### config.mk
export PLATFORM = sky130hd
export DESIGN_NAME = scm_regs
export DESIGN_NICKNAME = d
export VERILOG_FILES = /design/src/verilog/scm_pkg.sv /design/src/verilog/scm_regs.sv
export SDC_FILE = /design/constraint.sdc
export NUM_CORES = 1
export LEC_CHECK = 0
export CORE_MARGIN = 2
export CORE_UTILIZATION = 60
export CTS_CLUSTER_DIAMETER = 200
export DETAILED_ROUTE_END_ITERATION = 12
export DONT_BUFFER_PORTS = 1
export PLACE_DENSITY = 0.76
export SLEW_MARGIN = 20
export SYNTH_ARGS = -nofsm -noshare
export SYNTH_HDL_FRONTEND = slang
export SYNTH_SLANG_ARGS = --single-unit
export TNS_END_PERCENT = 10
### constraint.sdc
create_clock -name CORE_CLK -period 4.43 [get_ports CORE_CLK]
set_input_delay 0.2215 -clock CORE_CLK [delete_from_list [all_inputs] [get_ports CORE_CLK]]
set_output_delay 0.2215 -clock CORE_CLK [all_outputs]
set_load 0.01 [all_outputs]
### src/verilog/scm_pkg.sv
// Constants, register map and carrier types for the serial unit clock/mode register slice.
// Assumes a single peripheral clock domain and an 8-bit SFR write/read port from the CPU.
package scm_pkg;

    // ------------------------------------------------------------
    // Register addresses (20-bit SFR space)
    // ------------------------------------------------------------
    localparam logic [19:0] ADDR_PERIPHERAL_CLOCK_ENABLE = 20'hf00f0;
    localparam logic [19:0] ADDR_CHAN0_MODE_LOW = 20'hf0110;
    localparam logic [19:0] ADDR_CHAN0_MODE_HIGH = 20'hf0111;
    localparam logic [19:0] ADDR_CHAN1_MODE_LOW = 20'hf0112;
    localparam logic [19:0] ADDR_CHAN1_MODE_HIGH = 20'hf0113;
    localparam logic [19:0] ADDR_SERIAL_PRESCALER_SELECT = 20'hf0126;

    // ------------------------------------------------------------
    // Reset values and field positions
    // ------------------------------------------------------------
    localparam logic [7:0] RST_PER = 8'h00;
    localparam logic [7:0] RST_MODE_LOW = 8'h20;
    localparam logic [7:0] RST_MODE_HIGH = 8'h00;
    localparam logic [7:0] RST_PRESCALER = 8'h00;
    localparam int UNIT_EN_BIT = 2;
    localparam int H_OP_CLK_SEL = 7;   // bit 15 of full register
    localparam int H_XFER_SRC = 6;     // bit 14
    localparam int H_START_TRIG = 0;   // bit 8
    localparam int L_RX_INVERT = 6;
    localparam int L_MODE_HI = 2;
    localparam int L_MODE_LO = 1;
    localparam int L_IRQ_SRC = 0;
    // Writable-bit masks; everything else reads back at the reset value
    localparam logic [7:0] MASK_C0_HIGH = 8'hc0;
    localparam logic [7:0] MASK_C1_HIGH = 8'hc1;
    localparam logic [7:0] MASK_C0_LOW = 8'h07;
    localparam logic [7:0] MASK_C1_LOW = 8'h47;
    localparam logic [7:0] MASK_IRQ_ONLY = 8'h01;
    localparam int PRESCALE_W = 15;

    // Protocol modes of the two-bit mode field
    typedef enum logic [1:0] {
        SCM_MODE_CSI = 2'b00,
        SCM_MODE_UART = 2'b01,
        SCM_MODE_IIC = 2'b10,
        SCM_MODE_BAD = 2'b11
    } scm_mode_t;

    // CPU SFR access carrier
    typedef struct packed {
        logic wr;
        logic [19:0] addr;
        logic [7:0] wdata;
    } scm_bus_t;

    // Per-channel decoded configuration
    typedef struct packed {
        logic op_clk_b;
        logic xfer_ext;
        logic start_on_rx_edge;
        logic rx_invert;
        scm_mode_t mode;
        logic irq_buffer_empty;
    } scm_chan_cfg_t;

endpackage : scm_pkg

### src/verilog/scm_regs.sv
// Clock gating, prescaler and channel mode registers of a two-channel serial unit.
// Assumes CPU writes arrive as single-cycle strobes on CORE_CLK; clock outputs are enables.
//
// Contract
// - Unit enable low stops clock, holds reset
// - Unit disabled: registers default, writes ignored
// - System reset clears peripheral enable register
// - Prescaler nibbles choose two shared clocks
// - Nibble k divides clock by two^k
// - Mode locked while enabled, except irq bit
// - Mode reset: high 00H, low 20H
// - Bit 15 picks shared clock A or B
// - Bit 14 picks divided clock or pin
// - Edge detector on op clock, rest transfer
// - Channel 1 start trigger: software or edge
// - Channel 1 receive inversion flips edge, data
// - Mode field: CSI, UART, I2C, 11 prohibited
// - Irq source: transfer end or buffer empty
// - Divider setting max gives divide by 256
module scm_regs
    import scm_pkg::*;
#(
    parameter int DIV_W = 7
) (
    input wire logic CORE_CLK,                  // Peripheral clock, 200 MHz
    input wire logic RST_N,                     // Async system reset, active low
    input wire logic CE,                        // Clock enable, freezes state when low
    input wire scm_pkg::scm_bus_t BUS,          // CPU SFR write strobe, address, data
    input wire logic [19:0] RD_ADDR,            // CPU read address
    output logic [7:0] RD_DATA,                 // Read data for RD_ADDR
    input wire logic [1:0] CHAN_ENABLED,        // Channel enabled status from channel logic
    input wire logic [1:0][DIV_W-1:0] DIVIDER,  // Divider setting per channel, from data high byte
    input wire logic SERIAL_CLOCK_PIN,          // External transfer clock pin (shared)
    output logic UNIT_CLK_EN,                   // Unit input clock gate
    output logic UNIT_RESET,                    // Unit held in reset
    output logic SHARED_OP_CLOCK_A,             // Shared operation clock A enable pulse
    output logic SHARED_OP_CLOCK_B,             // Shared operation clock B enable pulse
    output logic [1:0] CHAN_OP_CLK,             // Channel operation clock enable (edge detector)
    output logic [1:0] CHAN_XFER_CLK,           // Channel transfer clock enable (shift, ctrl)
    output scm_pkg::scm_chan_cfg_t [1:0] CHAN_CFG // Decoded channel configuration
);
    import scm_pkg::*;

    // Divider compare is built for the 7-bit setting only
    if (DIV_W != 7) begin : g_bad_div_w
        $error("scm_regs: DIV_W must be 7");
    end

    // ------------------------------------------------------------
    // State
    // ------------------------------------------------------------
    typedef struct packed {
        logic [7:0] per;
        logic [7:0] pre;
        logic [1:0][7:0] mlo;
        logic [1:0][7:0] mhi;
        logic [PRESCALE_W-1:0] pcnt;
        logic [1:0][DIV_W:0] dcnt;
        logic [2:0] pin_sync;
        logic pin_level;
        logic ck_a;
        logic ck_b;
        logic [1:0] opclk;
        logic [1:0] xclk;
        logic [7:0] rdata;
    } scm_state_t;

    scm_state_t st;
    scm_state_t next_st;

    // Tick when the free counter's low k bits are all ones: one pulse per 2^k cycles
    function automatic logic div_tick(input logic [PRESCALE_W-1:0] cnt, input logic [3:0] k);
        logic [PRESCALE_W-1:0] m;
        m = PRESCALE_W'((16'h0001 << k) - 16'h0001);
        return (cnt & m) == m;
    endfunction : div_tick

    function automatic logic [7:0] masked(input logic [7:0] old, input logic [7:0] wd,
                                          input logic [7:0] wmask, input logic [7:0] fixed);
        return (((old & ~wmask) | (wd & wmask)) & wmask) | (fixed & ~wmask);
    endfunction : masked

    logic unit_on;
    assign unit_on = st.per[UNIT_EN_BIT];

    // ------------------------------------------------------------
    // Next state
    // ------------------------------------------------------------
    always_comb begin
        logic sel;
        logic [7:0] wm_hi;
        logic [7:0] wm_lo;
        sel = 1'b0;
        wm_hi = 8'h00;
        wm_lo = 8'h00;
        next_st = st;
        // Software enable register; stays writable always
        if (BUS.wr && BUS.addr == ADDR_PERIPHERAL_CLOCK_ENABLE) begin
            next_st.per = BUS.wdata;
        end
        if (!unit_on) begin
            // Disabled unit: controls at defaults, writes dropped
            next_st.pre = RST_PRESCALER;
            next_st.mlo = {RST_MODE_LOW, RST_MODE_LOW};
            next_st.mhi = {RST_MODE_HIGH, RST_MODE_HIGH};
            next_st.pcnt = '0;
            next_st.dcnt = '0;
        end else begin
            if (BUS.wr && BUS.addr == ADDR_SERIAL_PRESCALER_SELECT) begin
                next_st.pre = BUS.wdata; // relies on software honouring the lock
            end
            for (int n = 0; n < 2; n++) begin
                wm_hi = (n == 0) ? MASK_C0_HIGH : MASK_C1_HIGH;
                wm_lo = (n == 0) ? MASK_C0_LOW : MASK_C1_LOW;
                // Only the irq source bit is writable while the channel runs
                if (CHAN_ENABLED[n]) begin
                    wm_hi = 8'h00;
                    wm_lo = MASK_IRQ_ONLY;
                end
                sel = BUS.wr && BUS.addr == ((n == 0) ? ADDR_CHAN0_MODE_HIGH : ADDR_CHAN1_MODE_HIGH);
                if (sel) begin
                    next_st.mhi[n] = (st.mhi[n] & ~wm_hi) | (BUS.wdata & wm_hi);
                end
                sel = BUS.wr && BUS.addr == ((n == 0) ? ADDR_CHAN0_MODE_LOW : ADDR_CHAN1_MODE_LOW);
                if (sel) begin
                    next_st.mlo[n] = (st.mlo[n] & ~wm_lo) | (BUS.wdata & wm_lo);
                end
            end
            next_st.pcnt = st.pcnt + 1'b1;
        end
        // Two shared clocks from the two nibbles
        next_st.ck_a = unit_on && div_tick(st.pcnt, st.pre[3:0]);
        next_st.ck_b = unit_on && div_tick(st.pcnt, st.pre[7:4]);
        // Pin sampled through three flops; change accepted when last two agree
        next_st.pin_sync = {st.pin_sync[1:0], SERIAL_CLOCK_PIN};
        if (st.pin_sync[2] == st.pin_sync[1]) begin
            next_st.pin_level = st.pin_sync[2];
        end
        for (int n = 0; n < 2; n++) begin
            // Channel op clock chosen by bit 15
            next_st.opclk[n] = st.mhi[n][H_OP_CLK_SEL] ? next_st.ck_b : next_st.ck_a;
            if (st.mhi[n][H_XFER_SRC]) begin
                // Slave transfer clock: rising edge of the filtered pin
                next_st.xclk[n] = unit_on && !st.pin_level && st.pin_sync[2] && st.pin_sync[1];
                next_st.dcnt[n] = '0;
            end else if (unit_on && st.opclk[n]) begin
                // Divide op clock by 2*(setting+1): max setting gives /256
                if (st.dcnt[n] == {DIVIDER[n], 1'b1}) begin
                    next_st.dcnt[n] = '0;
                    next_st.xclk[n] = 1'b1;
                end else begin
                    next_st.dcnt[n] = st.dcnt[n] + 1'b1;
                    next_st.xclk[n] = 1'b0;
                end
            end else begin
                next_st.xclk[n] = 1'b0;
            end
        end
        // Registered read mux; fixed bits forced to their reset values by the masks
        case (RD_ADDR)
            ADDR_PERIPHERAL_CLOCK_ENABLE: next_st.rdata = st.per;
            ADDR_SERIAL_PRESCALER_SELECT: next_st.rdata = st.pre;
            ADDR_CHAN0_MODE_LOW: next_st.rdata = masked(st.mlo[0], st.mlo[0], MASK_C0_LOW, RST_MODE_LOW);
            ADDR_CHAN0_MODE_HIGH: next_st.rdata = masked(st.mhi[0], st.mhi[0], MASK_C0_HIGH, RST_MODE_HIGH);
            ADDR_CHAN1_MODE_LOW: next_st.rdata = masked(st.mlo[1], st.mlo[1], MASK_C1_LOW, RST_MODE_LOW);
            ADDR_CHAN1_MODE_HIGH: next_st.rdata = masked(st.mhi[1], st.mhi[1], MASK_C1_HIGH, RST_MODE_HIGH);
            default: next_st.rdata = 8'h00;
        endcase
    end

    // ------------------------------------------------------------
    // State register
    // ------------------------------------------------------------
    always_ff @(posedge CORE_CLK or negedge RST_N) begin
        if (!RST_N) begin
            st <= '0;
            st.per <= RST_PER;
            st.pre <= RST_PRESCALER;
            st.mlo <= {RST_MODE_LOW, RST_MODE_LOW};
            st.mhi <= {RST_MODE_HIGH, RST_MODE_HIGH};
        end else if (CE) begin
            st <= next_st;
        end
    end

    // ------------------------------------------------------------
    // Outputs
    // ------------------------------------------------------------
    assign UNIT_CLK_EN = unit_on;
    assign UNIT_RESET = !unit_on;
    assign RD_DATA = st.rdata;
    assign SHARED_OP_CLOCK_A = st.ck_a;
    assign SHARED_OP_CLOCK_B = st.ck_b;
    // Edge detector runs on op clock, engine on transfer clock
    assign CHAN_OP_CLK = st.opclk;
    assign CHAN_XFER_CLK = st.xclk;

    // Decoded per-channel configuration; channel-1-only bits read zero on channel 0
    always_comb begin
        for (int n = 0; n < 2; n++) begin
            CHAN_CFG[n].op_clk_b = st.mhi[n][H_OP_CLK_SEL];
            CHAN_CFG[n].xfer_ext = st.mhi[n][H_XFER_SRC];
            CHAN_CFG[n].start_on_rx_edge = st.mhi[n][H_START_TRIG];
            CHAN_CFG[n].rx_invert = st.mlo[n][L_RX_INVERT];
            CHAN_CFG[n].mode = scm_mode_t'({st.mlo[n][L_MODE_HI], st.mlo[n][L_MODE_LO]});
            CHAN_CFG[n].irq_buffer_empty = st.mlo[n][L_IRQ_SRC];
        end
    end

endmodule : scm_regs

# After elaboration in Yosys (flattened, before gate mapping)
# Index checks and enable logic that the tools add are counted.
# word_totals
register_bits,97
latchBits,0
ram_bits,0
rom_bits,0
in_bits,69
output_inout_bits,30
elab_cells,123
n_memories,0
# classes
addsub,5
multipliers,0
div,0
n_lt_le_gt_ge,0
n_eq_ne,24
shift,2
muxes,30
bitwise_logic,22
n_reduce_logical,24
# ops
operator,count
"20-bit equality test, second input constant",12
8-bit 2-to-1 mux,17
8-bit AND,8
55-bit 2-to-1 mux,1
8-bit one-hot mux with 6 select lines,1
8-bit inverter,4
8-bit OR,4
15-bit AND,2
15-bit equality test,2
"1-bit by 4-bit << shifter with 15-bit output, first input constant",2
"15-bit by 1-bit subtractor with 15-bit output, second input constant",2
2-bit AND reduction,9
"8-bit by 1-bit adder with 8-bit output, second input constant",2
8-bit equality test,2
16-bit 2-to-1 mux,1
6-bit by 8-bit OR with 8-bit output,2
"15-bit by 1-bit adder with 15-bit output, second input constant",1
1-bit logical AND,13
"2-bit by 1-bit inequality test with 1-bit output, second input constant",5
1-bit 2-to-1 mux,8
7-bit 2-to-1 mux,1
6-bit by 7-bit OR with 7-bit output,1
"3-bit by 2-bit inequality test with 1-bit output, second input constant",2
3-bit 2-to-1 mux,1
3 further kinds,4

# Logic depth before layout (Yosys ltp)
# Gate-level depths: netlist (run 1).
# logic_depth
depth_word,7
ltp_mapped,12
depth_no_buf,9

# Least setup slack after synthesis (run 1)
# Ideal clock, no wire load.
# synth_timing
kind,reg-to-reg
from,register st[82] (netlist name)
to,register st (netlist bit CHAN_OP_CLK[0])
setup_time_ns,0.086
arrival_time_ns,2.657
required_ns,4.344
setup_slack_ns,1.687
path_stages_with_launch,12
path_buffers,2
synth_period_minus_slack_ns,2.743
path_cell_list,dfrtp_1 buf_6 nor3_4 nand2_1 ha_1 buf_2 xor2_1 a2bb2oi_1 o22ai_1 or4_1 or4_4 o221ai_2
# synth_between
elab_chain_len,6
# synth_rtl
element,line_no,rtl
from (decl),scm_regs.sv:68,scm_state_t st;
from (signal assigned),scm_regs.sv:182,st <= next_st;
1-bit by 4-bit << shifter with 15-bit output *,scm_regs.sv:74,m = PRESCALE_W'((16'h0001 << k) - 16'h0001);
15-bit by 1-bit subtractor with 15-bit output *,scm_regs.sv:74,
15-bit AND,scm_regs.sv:75,return (cnt & m) == m;
15-bit equality test *,scm_regs.sv:75,
1-bit logical AND *,scm_regs.sv:132,"next_st.ck_a = unit_on && div_tick(st.pcnt, st.pre[3:0]);"
1-bit 2-to-1 mux *,scm_regs.sv:141,next_st.opclk[n] = st.mhi[n][H_OP_CLK_SEL] ? next_st.ck_b : next_st.ck_a;
# Every way passes the cells marked *; elsewhere a longest branch is shown, timed or not.
# A chain may end at the register's enable or synchronous reset.

# Final worst setup path (run 1)
# Same ends and word-level chain as after synthesis.

==> results of run 1 <==
[power by group]
group	switching [mW]	internal [mW]
logic	0.0764	0.0651
clock network	0.256	0.232
registers	0.0801	0.741
total	0.413	1.04
[kinds of logic after synthesis]
| family | share of synthesized area [%] |
|---|---|
| AO/OA/AOI/OAI | 17.0 |
| multiplexers | 6.83 |
| other | 0.0770 |
| AND/OR/NAND/NOR | 20.2 |
| adder cells (fa/ha/maj) | 1.28 |
| XOR/XNOR | 5.94 |
| flip-flops | 39.6 |
| buffers and inverters | 9.10 |
[state kept, by name, indices dropped and copies added (netlist names)]
signal             flops
CHAN_XFER_CLK          2
RD_DATA                8
next_st                2
CHAN_CFG              12
st                    48
SHARED_OP_CLOCK_B      1
CHAN_OP_CLK            2
SHARED_OP_CLOCK_A      1
UNIT_CLK_EN            1
[stage by stage]
step,setup WS [ns],area (sq um)
2_1_floorplan,1.69,4870
3_3_place_gp,1.37,4700
3_5_place_dp,1.24,4700
4_1_cts,1.22,4930
5_1_grt,1.00,4940
6_report,1.17,4940
[Yosys cell counts, types with 4 or more instances]
| cell | count | area (sq um) |
|---|---|---|
| o21a_1 | 4 | 30.0 |
| and4_1 | 5 | 43.8 |
| o211ai_1 | 4 | 30.0 |
| a21oi_1 | 23 | 115 |
| ha_1 | 5 | 62.6 |
| and3_1 | 7 | 43.8 |
| inv_1 | 34 | 128 |
| or3_1 | 5 | 31.3 |
| dfrtp_1 | 77 | 1930 |
| mux2_2 | 10 | 113 |
| xor2_1 | 16 | 140 |
| nor2_1 | 42 | 158 |
| nand4_1 | 17 | 106 |
| xnor2_1 | 17 | 149 |
| nor4b_1 | 4 | 35.0 |
| nand3_1 | 16 | 80.1 |
| nor3_1 | 9 | 45.0 |
| mux2i_1 | 22 | 220 |
| o22ai_1 | 23 | 144 |
| clkbuf_1 | 19 | 71.3 |
| a22oi_1 | 4 | 30.0 |
| o31ai_1 | 6 | 45.0 |
| nor2b_1 | 13 | 81.3 |
| nand2_1 | 27 | 101 |
| buf_1 | 5 | 18.8 |
| o21ai_0 | 33 | 165 |
| buf_4 | 26 | 195 |
| nand2b_1 | 7 | 43.8 |
[layout make-up]
type,count,area (sq um)
Tap cell,102,128
Inverter,35,131
Timing Repair Buffer,6,70.1
Fill cell,656,2870
Multi-Input combinational cell,375,2500
Clock buffer,12,155
Clock inverter,3,21.3
Sequential cell,77,1930
[routing by layer]
layer,share of wire [%],wire length [um]
met5,0,0
met4,1.8,212
met3,7.5,888
met2,48,5620
met1,43,5060
[path summary, 6_finish.rpt]
| kind | end | slack [ns] | depth (start not counted) |
|---|---|---|---|
| min in group asynchronous | st[41]$_DFFE_PN0P_ | 0.48 | 2 |
| max reg2reg | CHAN_OP_CLK[0]$_DFFE_PN0P_ | 1.17 | 9 |
| min reg2reg | st[25]$_DFFE_PN0P_ | 0.50 | 1 |
| min | CHAN_CFG[13]$_DFFE_PN0P_ | 0.01 | 2 |
| max | CHAN_OP_CLK[0]$_DFFE_PN0P_ | 1.17 | 9 |
| max in group asynchronous | st[84]$_DFFE_PN0P_ | 3.63 | 2 |
[repair_timing]
item	in CTS	in global routing
endpoints found under the hold margin	104	1
buffers inserted	0	0
hold buffers	4	1
==> qor.csv, run 1 <==
stage,metric,value,unit
status,status,completed,
floorplanning,initial core utilization,62.4,%
sta,RSZ-0062 raised after global routing,no,
routing,Post-DRT Antenna Nets,0,
clock_tree,post-cts resize count,0,
sta,Hold WS,0.0138,ns
sta,Final Cycle Share,73.5,%
worst_hold_path,Hold Crit Start,BUS[7],
clock_tree,clk slew on worst S/H paths,0.08,ns
clock_tree,Inserted Clock Buffers,9,
floorplanning,Chip Width,94.1,um
clock_tree,worst skew pair latency,0.34,ns
finish,"commonest non-fill, non-tap cell in the layout",dfrtp_1,
routing,Via Count,4037,
setup_path,"slowest stage cell, crit path",dfrtp_1,
floorplanning,placement row count,32,
clock_tree,Clock Path Buffers,2,
finish,Finished Core Util,63.2,%
sta,Fin. Hold Viols,0,
finish,layout cells sized above 1,7.09,%
setup_path,data arrival time of the critical path,3.52,ns
synth,"Seq/Total Area, Yosys",39.6,%
job,Max-cap violations,0,
clock_tree,clock root buffer,clkbuf_8,
synth,"Distinct cells, synth",65,
routing,Pre-antenna DRT Iters,6,
routing,Detailed Route Iter0 Violations,326,
floorplanning,chip height,94.1,um
global_route,initial antenna violation count,0,
routing,final WL,11.8,mm
global_route,vias in the first global route,3828,
global_route,GRT Max-Usage Layer,met2,
global_route,met3 usage,6.18,%
sta,Slew @ Worst Pin,0.904,ns
sta,clk_skew,0.00567,ns
pwr,Pwr Total,1.45,mW
setup_path,"slowest stage delay, CP",0.58,ns
setup_path,CP Cell Sequence,nor3_4 -> nand2_1 -> ha_1 -> xor2_1 -> a2bb2oi_1 -> o22ai_1 -> or4_1 -> or4_4 -> o221ai_2,
finish,Final Non-Filler Cells,610,
routing,DRC viols,0,
finish,Syn-to-layout area delta,1.36,%
placement,dpl cells,590,
synth,area of the mapped netlist,4870,sq um
sta,Slew Limit Fails,0,
worst_hold_path,Worst Hold Class,in -> reg,
floorplanning,# IOs,99,
setup_path,CP Launch Point,st[82]$_DFFE_PN0P_,
sta,Post-Route Setup TNS,0,ns
setup_path,Setup crit end kind,register,
sta,Slew Limit Headroom,39.2,%
global_route,pin count of the biggest net entering global routing,78,
placement,Placer Congestion,0.888,
setup_path,startpoint type of the worst setup path,register,
clock_tree,TritonCTS clock tree,built,
sta,Max Freq,307,MHz
floorplanning,placeable core area,7810,sq um
sta,Final min period,3.26,ns
routing,via/cell ratio,6.62,
synth,yosys warns,0,
synth,"Top FF cell, synth",dfrtp_1,
placement,port bufs,0,
finish,nets,578,
global_route,global routing met1 resource utilization,38.4,%
clock_tree,H-tree Lvls,3,
pwr,leakage,2.06,nW
global_route,GRT overflow,0,
sta,final setup vio count,0,
finish,n_diodes,0,
synth,mean post-synth cell area,9.02,sq um
setup_path,CP Buf/Inv Count,0,
placement,HPWL after DPL,7.92,mm
setup_path,kind of cell adding the most delay to the critical path,simple AND/OR/NAND/NOR gates,
setup_path,"Req. time, crit path",4.69,ns
clock_tree,clock sinks,77,
synth,Post-Synthesis Cells,540,
global_route,first-pass GRT wire length,19.6,mm
setup_path,crit-path max FO,17,
setup_path,worst setup path class,reg -> reg,
pwr,Worst VDD drop,0.151,mV
synth,ys async rst share,100,%
setup_path,worst r2r src,st[82]$_DFFE_PN0P_,
global_route,met2 Use GR,44.9,%
global_route,GR Util All Layers,28.1,%
floorplanning,die area,8850,sq um
synth,number of flops mapped to enable cells by yosys,0,
synth,"FF+latch count, synth",77,
routing,Routed WL per cell,19.3,um
finish,most frequent cells in the layout,"dfrtp_1 (77), nor2_1 (42), inv_1 (34)",
pwr,pwr/cell area,294,nW/um^2
Note: power is estimated with default switching activity, not from simulation.
==> inputs of run 2 (changes only) <==
- clock period: 4.43 -> 3.1 ns (I/O delays scaled with it)
==> qor.csv, run 2 (synthesis gave the netlist of run 1 again) <==
stage,metric,value,unit,change
floorplanning,chip height,94.1,um,unchanged
sta,Hold WS,0.00743,ns,-0.00632 ns
setup_path,worst setup path end,CHAN_OP_CLK[0]$_DFFE_PN0P_,,
setup_path,r2r setup slk,0.23,ns,-0.95 ns
setup_path,data arrival time of the critical path,3.15,ns,-0.37 ns
placement,port bufs,0,,unchanged
floorplanning,Chip Width,94.1,um,unchanged
clock_tree,Clock Path Buffers,2,,unchanged
finish,FF+latch area,1930,sq um,unchanged
sta,final setup vio count,0,,unchanged
finish,# fillers,632,,-3.7%
sta,PnR worst setup slack,0.226,ns,-0.949 ns
global_route,vias in the first global route,3966,,+3.6%
finish,fin area,5160,sq um,+4.5%
routing,via/cell ratio,6.44,,-2.7%
pwr,Int Power,1.73,mW,+66%
sta,Post-Route Setup TNS,0,ns,unchanged
finish,most frequent cells in the layout,"dfrtp_1 (77), nor2_1 (42), inv_1 (34)",,
worst_hold_path,Worst Hold Class,in -> reg,,
setup_path,Critical Path Stages,9,,unchanged
routing,final WL,12.2,mm,+3.5%
floorplanning,# IOs,99,,unchanged
global_route,GRT overflow,0,,unchanged
setup_path,startpoint type of the worst setup path,register,,
pwr,P_sw,0.612,mW,+48%
sta,Slew @ Worst Pin,0.867,ns,-0.0375 ns
routing,Routed WL per cell,19.5,um,+0.88%
clock_tree,worst skew pair latency,0.36,ns,+0.02 ns
sta,clk_skew,0.0121,ns,+0.00639 ns
clock_tree,H-tree Lvls,3,,unchanged
sta,RSZ-0062 raised after global routing,no,,
routing,Detailed Route Iter0 Violations,300,,-8.0%
routing,Post-DRT Antenna Nets,0,,unchanged
clock_tree,clk slew on worst S/H paths,0.09,ns,about the same
setup_path,crit-path max FO,7,,-10
global_route,met2 Use GR,47.5,%,+2.6 points
pwr,Worst VDD drop,0.290,mV,+92%
clock_tree,clock sinks,77,,unchanged
clock_tree,clock root buffer,clkbuf_8,,
global_route,GR Util All Layers,28.8,%,+0.74 points
floorplanning,placeable core area,7810,sq um,unchanged
setup_path,worst setup path class,reg -> reg,,
pwr,leakage,2.17,nW,+5.1%
finish,Syn-to-layout area delta,5.88,%,
global_route,global routing met1 resource utilization,38.3,%,-0.11 points
finish,multi-input logic area,2500,sq um,unchanged
routing,DRC viols,0,,unchanged
job,Max-cap violations,0,,unchanged
placement,post-place setup slack,0.265,ns,-0.975 ns
setup_path,kind of cell adding the most delay to the critical path,simple AND/OR/NAND/NOR gates,,
setup_path,r2r endpoint,CHAN_OP_CLK[0]$_DFFE_PN0P_,,
status,status,completed,,
global_route,initial antenna violation count,0,,unchanged
finish,n_diodes,0,,unchanged
finish,Largest Register,st,,
sta,Slew Limit Headroom,41.7,%,+2.5 points
floorplanning,placement row count,32,,unchanged
placement,dpl cells,599,,+1.5%
placement,placed cell areas,4760,sq um,+1.4%
finish,Final Non-Filler Cells,626,,+2.6%
setup_path,CP Launch Point,st[84]$_DFFE_PN0P_,,
setup_path,"Req. time, crit path",3.38,ns,-1.31 ns
sta,Slew Limit Fails,0,,unchanged
sta,Final min period,2.87,ns,-0.381 ns
placement,HPWL after DPL,8.31,mm,+5.0%
clock_tree,TritonCTS clock tree,built,,
global_route,GRT Max-Usage Layer,met2,,
placement,Placer Congestion,0.905,,+1.8%
sta,Max Freq,348,MHz,+13%
global_route,met3 usage,6.10,%,-0.080 points
global_route,first-pass GRT wire length,20.0,mm,+2.0%
clock_tree,Inserted Clock Buffers,9,,unchanged
worst_hold_path,Hold Crit Start,BUS[3],,
global_route,pin count of the biggest net entering global routing,78,,unchanged
routing,Via Count,4031,,-0.15%
finish,layout cells sized above 1,8.78,%,+1.7 points
pwr,Comb pwr share,10.6,%,+0.8 points
setup_path,Reg2Reg Depth,9,,unchanged
setup_path,"slowest stage delay, CP",0.57,ns,about the same
sta,Final Cycle Share,92.7,%,+19 points
setup_path,CP Cell Sequence,nor3_4 -> nand2_1 -> ha_1 -> xor2_1 -> a2bb2oi_1 -> o22ai_1 -> or4_1 -> or4_4 -> o221ai_2,,
floorplanning,initial core utilization,62.4,%,unchanged
clock_tree,postcts setup bufs,0,,unchanged
floorplanning,die area,8850,sq um,unchanged
pwr,Sw Share,26.2,%,-2.3 points
routing,Pre-antenna DRT Iters,5,,-1
sta,Fin. Hold Viols,0,,unchanged
finish,"commonest non-fill, non-tap cell in the layout",dfrtp_1,,
setup_path,Setup crit end kind,register,,
setup_path,"slowest stage cell, crit path",or4_4,,
setup_path,worst r2r src,st[84]$_DFFE_PN0P_,,
pwr,pwr/cell area,453,nW/um^2,+54%
finish,nets,594,,+2.8%
pwr,Clock power frac,40.1,%,+6.5 points
finish,max FFs per register,48,,unchanged
setup_path,CP Buf/Inv Count,0,,unchanged
pwr,share of power burned in registers,49.3,%,-7.3 points
run 2: cell count changes in the layout (fill, tap and decap cells not counted):
| cell | previous run | this run |
|---|---|---|
| dlygate4sd3_1 | 3 | 10 |
| inv_6 | 0 | 1 |
| clkinv_2 | 1 | 0 |
| clkbuf_1 | 1 | 0 |
| buf_4 | 1 | 10 |
| buf_2 | 1 | 0 |
| buf_12 | 0 | 1 |
| clkinv_4 | 1 | 0 |
| clkbuf_8 | 11 | 10 |
| bufinv_16 | 0 | 3 |
run 2: worst min-delay path by stage:
stage                                          to  slack, ns  cells past startpoint
after global routing      CHAN_CFG[5]$_DFFE_PN0P_       0.01                      2
after global placement         st[44]$_DFFE_PN0P_      -0.14                      0
after CTS                      st[86]$_DFFE_PN0P_      0.006                      2
after floorplan           CHAN_CFG[0]$_DFFE_PN0P_      -0.14                      0
final                          st[84]$_DFFE_PN0P_      0.007                      2
after detailed placement       st[41]$_DFFE_PN0P_      -0.14                      0
run 2: layout make-up:
cell class / instances / area share [%]
well taps: 102 / 2.48
repair buffers: 22 / 4.32
flip-flops and latches: 77 / 37.4
multi-input cells: 375 / 48.6
inverters: 35 / 2.55
clock inverters: 5 / 2.06
clock buffers: 10 / 2.67
run 2: worst reg2reg max path, cell delays in order, from the launching register on:
cell and delay (ns):
dfrtp_1 0.41, nor3_4 0.27, nand2_1 0.10, ha_1 0.30, xor2_1 0.19, a2bb2oi_1 0.19, o22ai_1 0.09, or4_1 0.52
or4_4 0.57, o221ai_2 0.17
run 2: per-layer routing:
metal  vias up  part of all wire (%)
met5         -                     0
met4         0                   1.7
met3        25                   5.8
met2       138                    50
met1      1990                    43
li1       1878                     -
run 2: power by group through the flow:
| stage | Combinational, mW | Clock, mW | Sequential [mW] |
|---|---|---|---|
| 3_5_place_dp | 0.198 | 0 | 1.17 |
| 4_1_cts | 0.246 | 0.941 | 1.15 |
| 5_1_grt | 0.281 | 0.993 | 1.16 |
| 3_3_place_gp | 0.183 | 0 | 1.17 |
| 6_report | 0.247 | 0.938 | 1.15 |
| 2_1_floorplan | 0.193 | 0 | 1.12 |
run 2: what timing repair did:
action / 4_1_cts / 5_1_grt
hold buffers: 12 / 0
gates resized for setup: 0 / 0
endpoints found under the hold margin: 126 / 0
run 2: through the flow:
step / power [mW] / utilization (%)
after floorplan: 1.32 / -
after global placement: 1.35 / 61.0
after detailed placement: 1.37 / 61.0
after CTS: 2.34 / 66.0
after global routing: 2.43 / 66.0
final: 2.34 / 66.0
==> inputs of run 3 (changes only) <==
- CAP_MARGIN: default -> 20
- RECOVER_POWER: default -> 25
- SETUP_SLACK_MARGIN: default -> 0.3
==> qor.csv, run 3 (synthesis gave the netlist of run 1 again) <==
stage,metric,value,unit,change
pwr,share of power burned in registers,49.4,%,about the same
finish,"commonest non-fill, non-tap cell in the layout",dfrtp_1,,
setup_path,"slowest stage cell, crit path",or4_1,,
routing,Via Count,4082,,+1.3%
pwr,Pwr Total,2.34,mW,about the same
sta,Slew Limit Fails,78,,+78
sta,Slew @ Worst Pin,1.89,ns,+1.02 ns
global_route,first-pass GRT wire length,20.0,mm,unchanged
routing,via/cell ratio,6.51,,+1.1%
pwr,P_sw,0.614,mW,+0.29%
setup_path,CP Cell Sequence,nor3_4 -> nand2_2 -> ha_4 -> xor2_1 -> a2bb2oi_1 -> o22ai_1 -> or4_1 -> or4_4 -> o221ai_2,,
clock_tree,worst skew pair latency,0.36,ns,about the same
pwr,Sw Share,26.3,%,+0.092 points
finish,Syn-to-layout area delta,5.94,%,about the same
floorplanning,# IOs,99,,unchanged
routing,Routed WL per cell,19.6,um,+0.63%
finish,Largest Register,st,,
placement,port bufs,0,,unchanged
setup_path,worst setup path class,reg -> reg,,
pwr,Clock power frac,40.2,%,about the same
floorplanning,placeable core area,7810,sq um,unchanged
sta,final setup vio count,0,,unchanged
floorplanning,initial core utilization,62.4,%,unchanged
clock_tree,clock sinks,77,,unchanged
clock_tree,H-tree Lvls,3,,unchanged
global_route,pin count of the biggest net entering global routing,78,,unchanged
finish,layout cells sized above 1,9.52,%,+0.75 points
job,Max-cap violations,1,,+1
finish,# fillers,635,,+0.47%
pwr,Worst VDD drop,0.291,mV,about the same
finish,max FFs per register,48,,unchanged
setup_path,startpoint type of the worst setup path,register,,
sta,Final Cycle Share,86.7,%,-6.1 points
pwr,Comb pwr share,10.4,%,-0.2 points
global_route,initial antenna violation count,0,,unchanged
setup_path,Critical Path Stages,9,,unchanged
status,status,"finished, violations left",,
global_route,vias in the first global route,3966,,unchanged
sta,Fin. Hold Viols,0,,unchanged
setup_path,CP Buf/Inv Count,0,,unchanged
sta,Max Freq,372,MHz,+7.0%
routing,final WL,12.3,mm,+0.79%
routing,Detailed Route Iter0 Violations,328,,+9.3%
clock_tree,clk slew on worst S/H paths,0.09,ns,about the same
clock_tree,TritonCTS clock tree,built,,
setup_path,Setup crit end kind,register,,
floorplanning,die area,8850,sq um,unchanged
finish,nets,595,,+0.17%
worst_hold_path,hold depth,2,,unchanged
clock_tree,Clock Path Buffers,2,,unchanged
finish,Final Non-Filler Cells,627,,+0.16%
finish,n_diodes,0,,unchanged
setup_path,data arrival time of the critical path,2.97,ns,-0.18 ns
routing,Post-DRT Antenna Nets,0,,unchanged
pwr,pwr/cell area,453,nW/um^2,-0.11%
pwr,Int Power,1.72,mW,-0.19%
global_route,GRT overflow,0,,unchanged
setup_path,kind of cell adding the most delay to the critical path,simple AND/OR/NAND/NOR gates,,
finish,most frequent cells in the layout,"dfrtp_1 (77), nor2_1 (42), inv_1 (34)",,
sta,Final min period,2.69,ns,-0.188 ns
sta,clk_skew,0.0124,ns,+0.000360 ns
floorplanning,placement row count,32,,unchanged
setup_path,Reg2Reg Depth,9,,unchanged
routing,Pre-antenna DRT Iters,4,,-1
setup_path,crit-path max FO,7,,unchanged
sta,RSZ-0062 raised after global routing,no,,
setup_path,"slowest stage delay, CP",0.52,ns,-0.05 ns
floorplanning,chip height,94.1,um,unchanged
placement,Placer Congestion,0.905,,unchanged
status,failing checks,"max-capacitance violations, max-slew violations",,
sta,Slew Limit Headroom,-25.7,%,-67 points
worst_hold_path,Worst Hold Class,in -> reg,,
floorplanning,Chip Width,94.1,um,unchanged
clock_tree,clock root buffer,clkbuf_8,,
placement,dpl cells,599,,unchanged
setup_path,"Req. time, crit path",3.38,ns,about the same
sta,Post-Route Setup TNS,0,ns,unchanged
global_route,GR Util All Layers,28.8,%,unchanged
clock_tree,Inserted Clock Buffers,9,,unchanged
routing,DRC viols,0,,unchanged
placement,HPWL after DPL,8.31,mm,unchanged
pwr,leakage,2.17,nW,about the same
## run 3: changes by cell type in the layout (fill, tap and decap cells not counted)
cell / previous run / this run
nand2_1: 27 / 25
ha_1: 5 / 4
ha_4: 0 / 1
buf_4: 10 / 11
nand2_2: 0 / 2
buf_16: 1 / 0
clkbuf_2: 0 / 1
## run 3: repair_timing
action / in CTS / in global routing
resized for setup: 1 / 3
hold buffers: 12 / 0
hold endpoints to repair: 126 / 0
pin swaps: 0 / 2
buffers inserted: 0 / 1
endpoints found under the setup margin: 3 / 3
## run 3: power groups by stage
stage,Combinational (mW),Sequential [mW],Clock [mW]
floorplan,0.193,1.12,0
global placement,0.183,1.17,0
detailed placement,0.198,1.17,0
CTS,0.246,1.15,0.941
global route,0.277,1.16,0.993
finish,0.244,1.15,0.939
## run 3: stage by stage
step / setup WS, ns / util [%] / hold WS (ns) / area, sq um
2_1_floorplan: 0.357 / - / -0.141 / 4870
3_3_place_gp: 0.346 / 61.0 / -0.137 / 4760
3_5_place_dp: 0.265 / 61.0 / -0.138 / 4760
4_1_cts: 0.318 / 66.1 / 0.00569 / 5160
5_1_grt: 0.264 / 66.1 / 0.0104 / 5160
6_report: 0.414 / 66.1 / 0.00718 / 5160
## run 3: area by class of cell
cell class	count	area [sq um]	area share, %
clock inverter	5	106	2.06
sequential	77	1930	37.4
inverter	35	131	2.55
multi-input combinational	375	2520	48.9
timing repair buffer	23	208	4.03
tap	102	128	2.47
clock buffer	10	138	2.67
## run 3: per-layer routing
metal	vias to the layer above	routed length, um	track usage [%]
met2	168	6110	47.5
met4	0	191	8.70
li1	1875	-	-
met5	-	0	0
met3	22	820	6.10
met1	2017	5170	38.3
## run 3: path summary, 6_finish.rpt
check	from	to	slack, ns
worst min-delay path	BUS[7]	st[88]$_DFFE_PN0P_	0.007
min in group asynchronous	RST_N	st[46]$_DFFE_PN0P_	0.89
worst min register to register	next_st[16]$_DFFE_PN0P_	next_st[17]$_DFFE_PN0P_	0.51
worst max-delay path	st[83]$_DFFE_PN0P_	CHAN_OP_CLK[0]$_DFFE_PN0P_	0.41
max in group asynchronous	RST_N	st[81]$_DFFE_PN0P_	1.09
worst max register to register	st[83]$_DFFE_PN0P_	CHAN_OP_CLK[0]$_DFFE_PN0P_	0.41
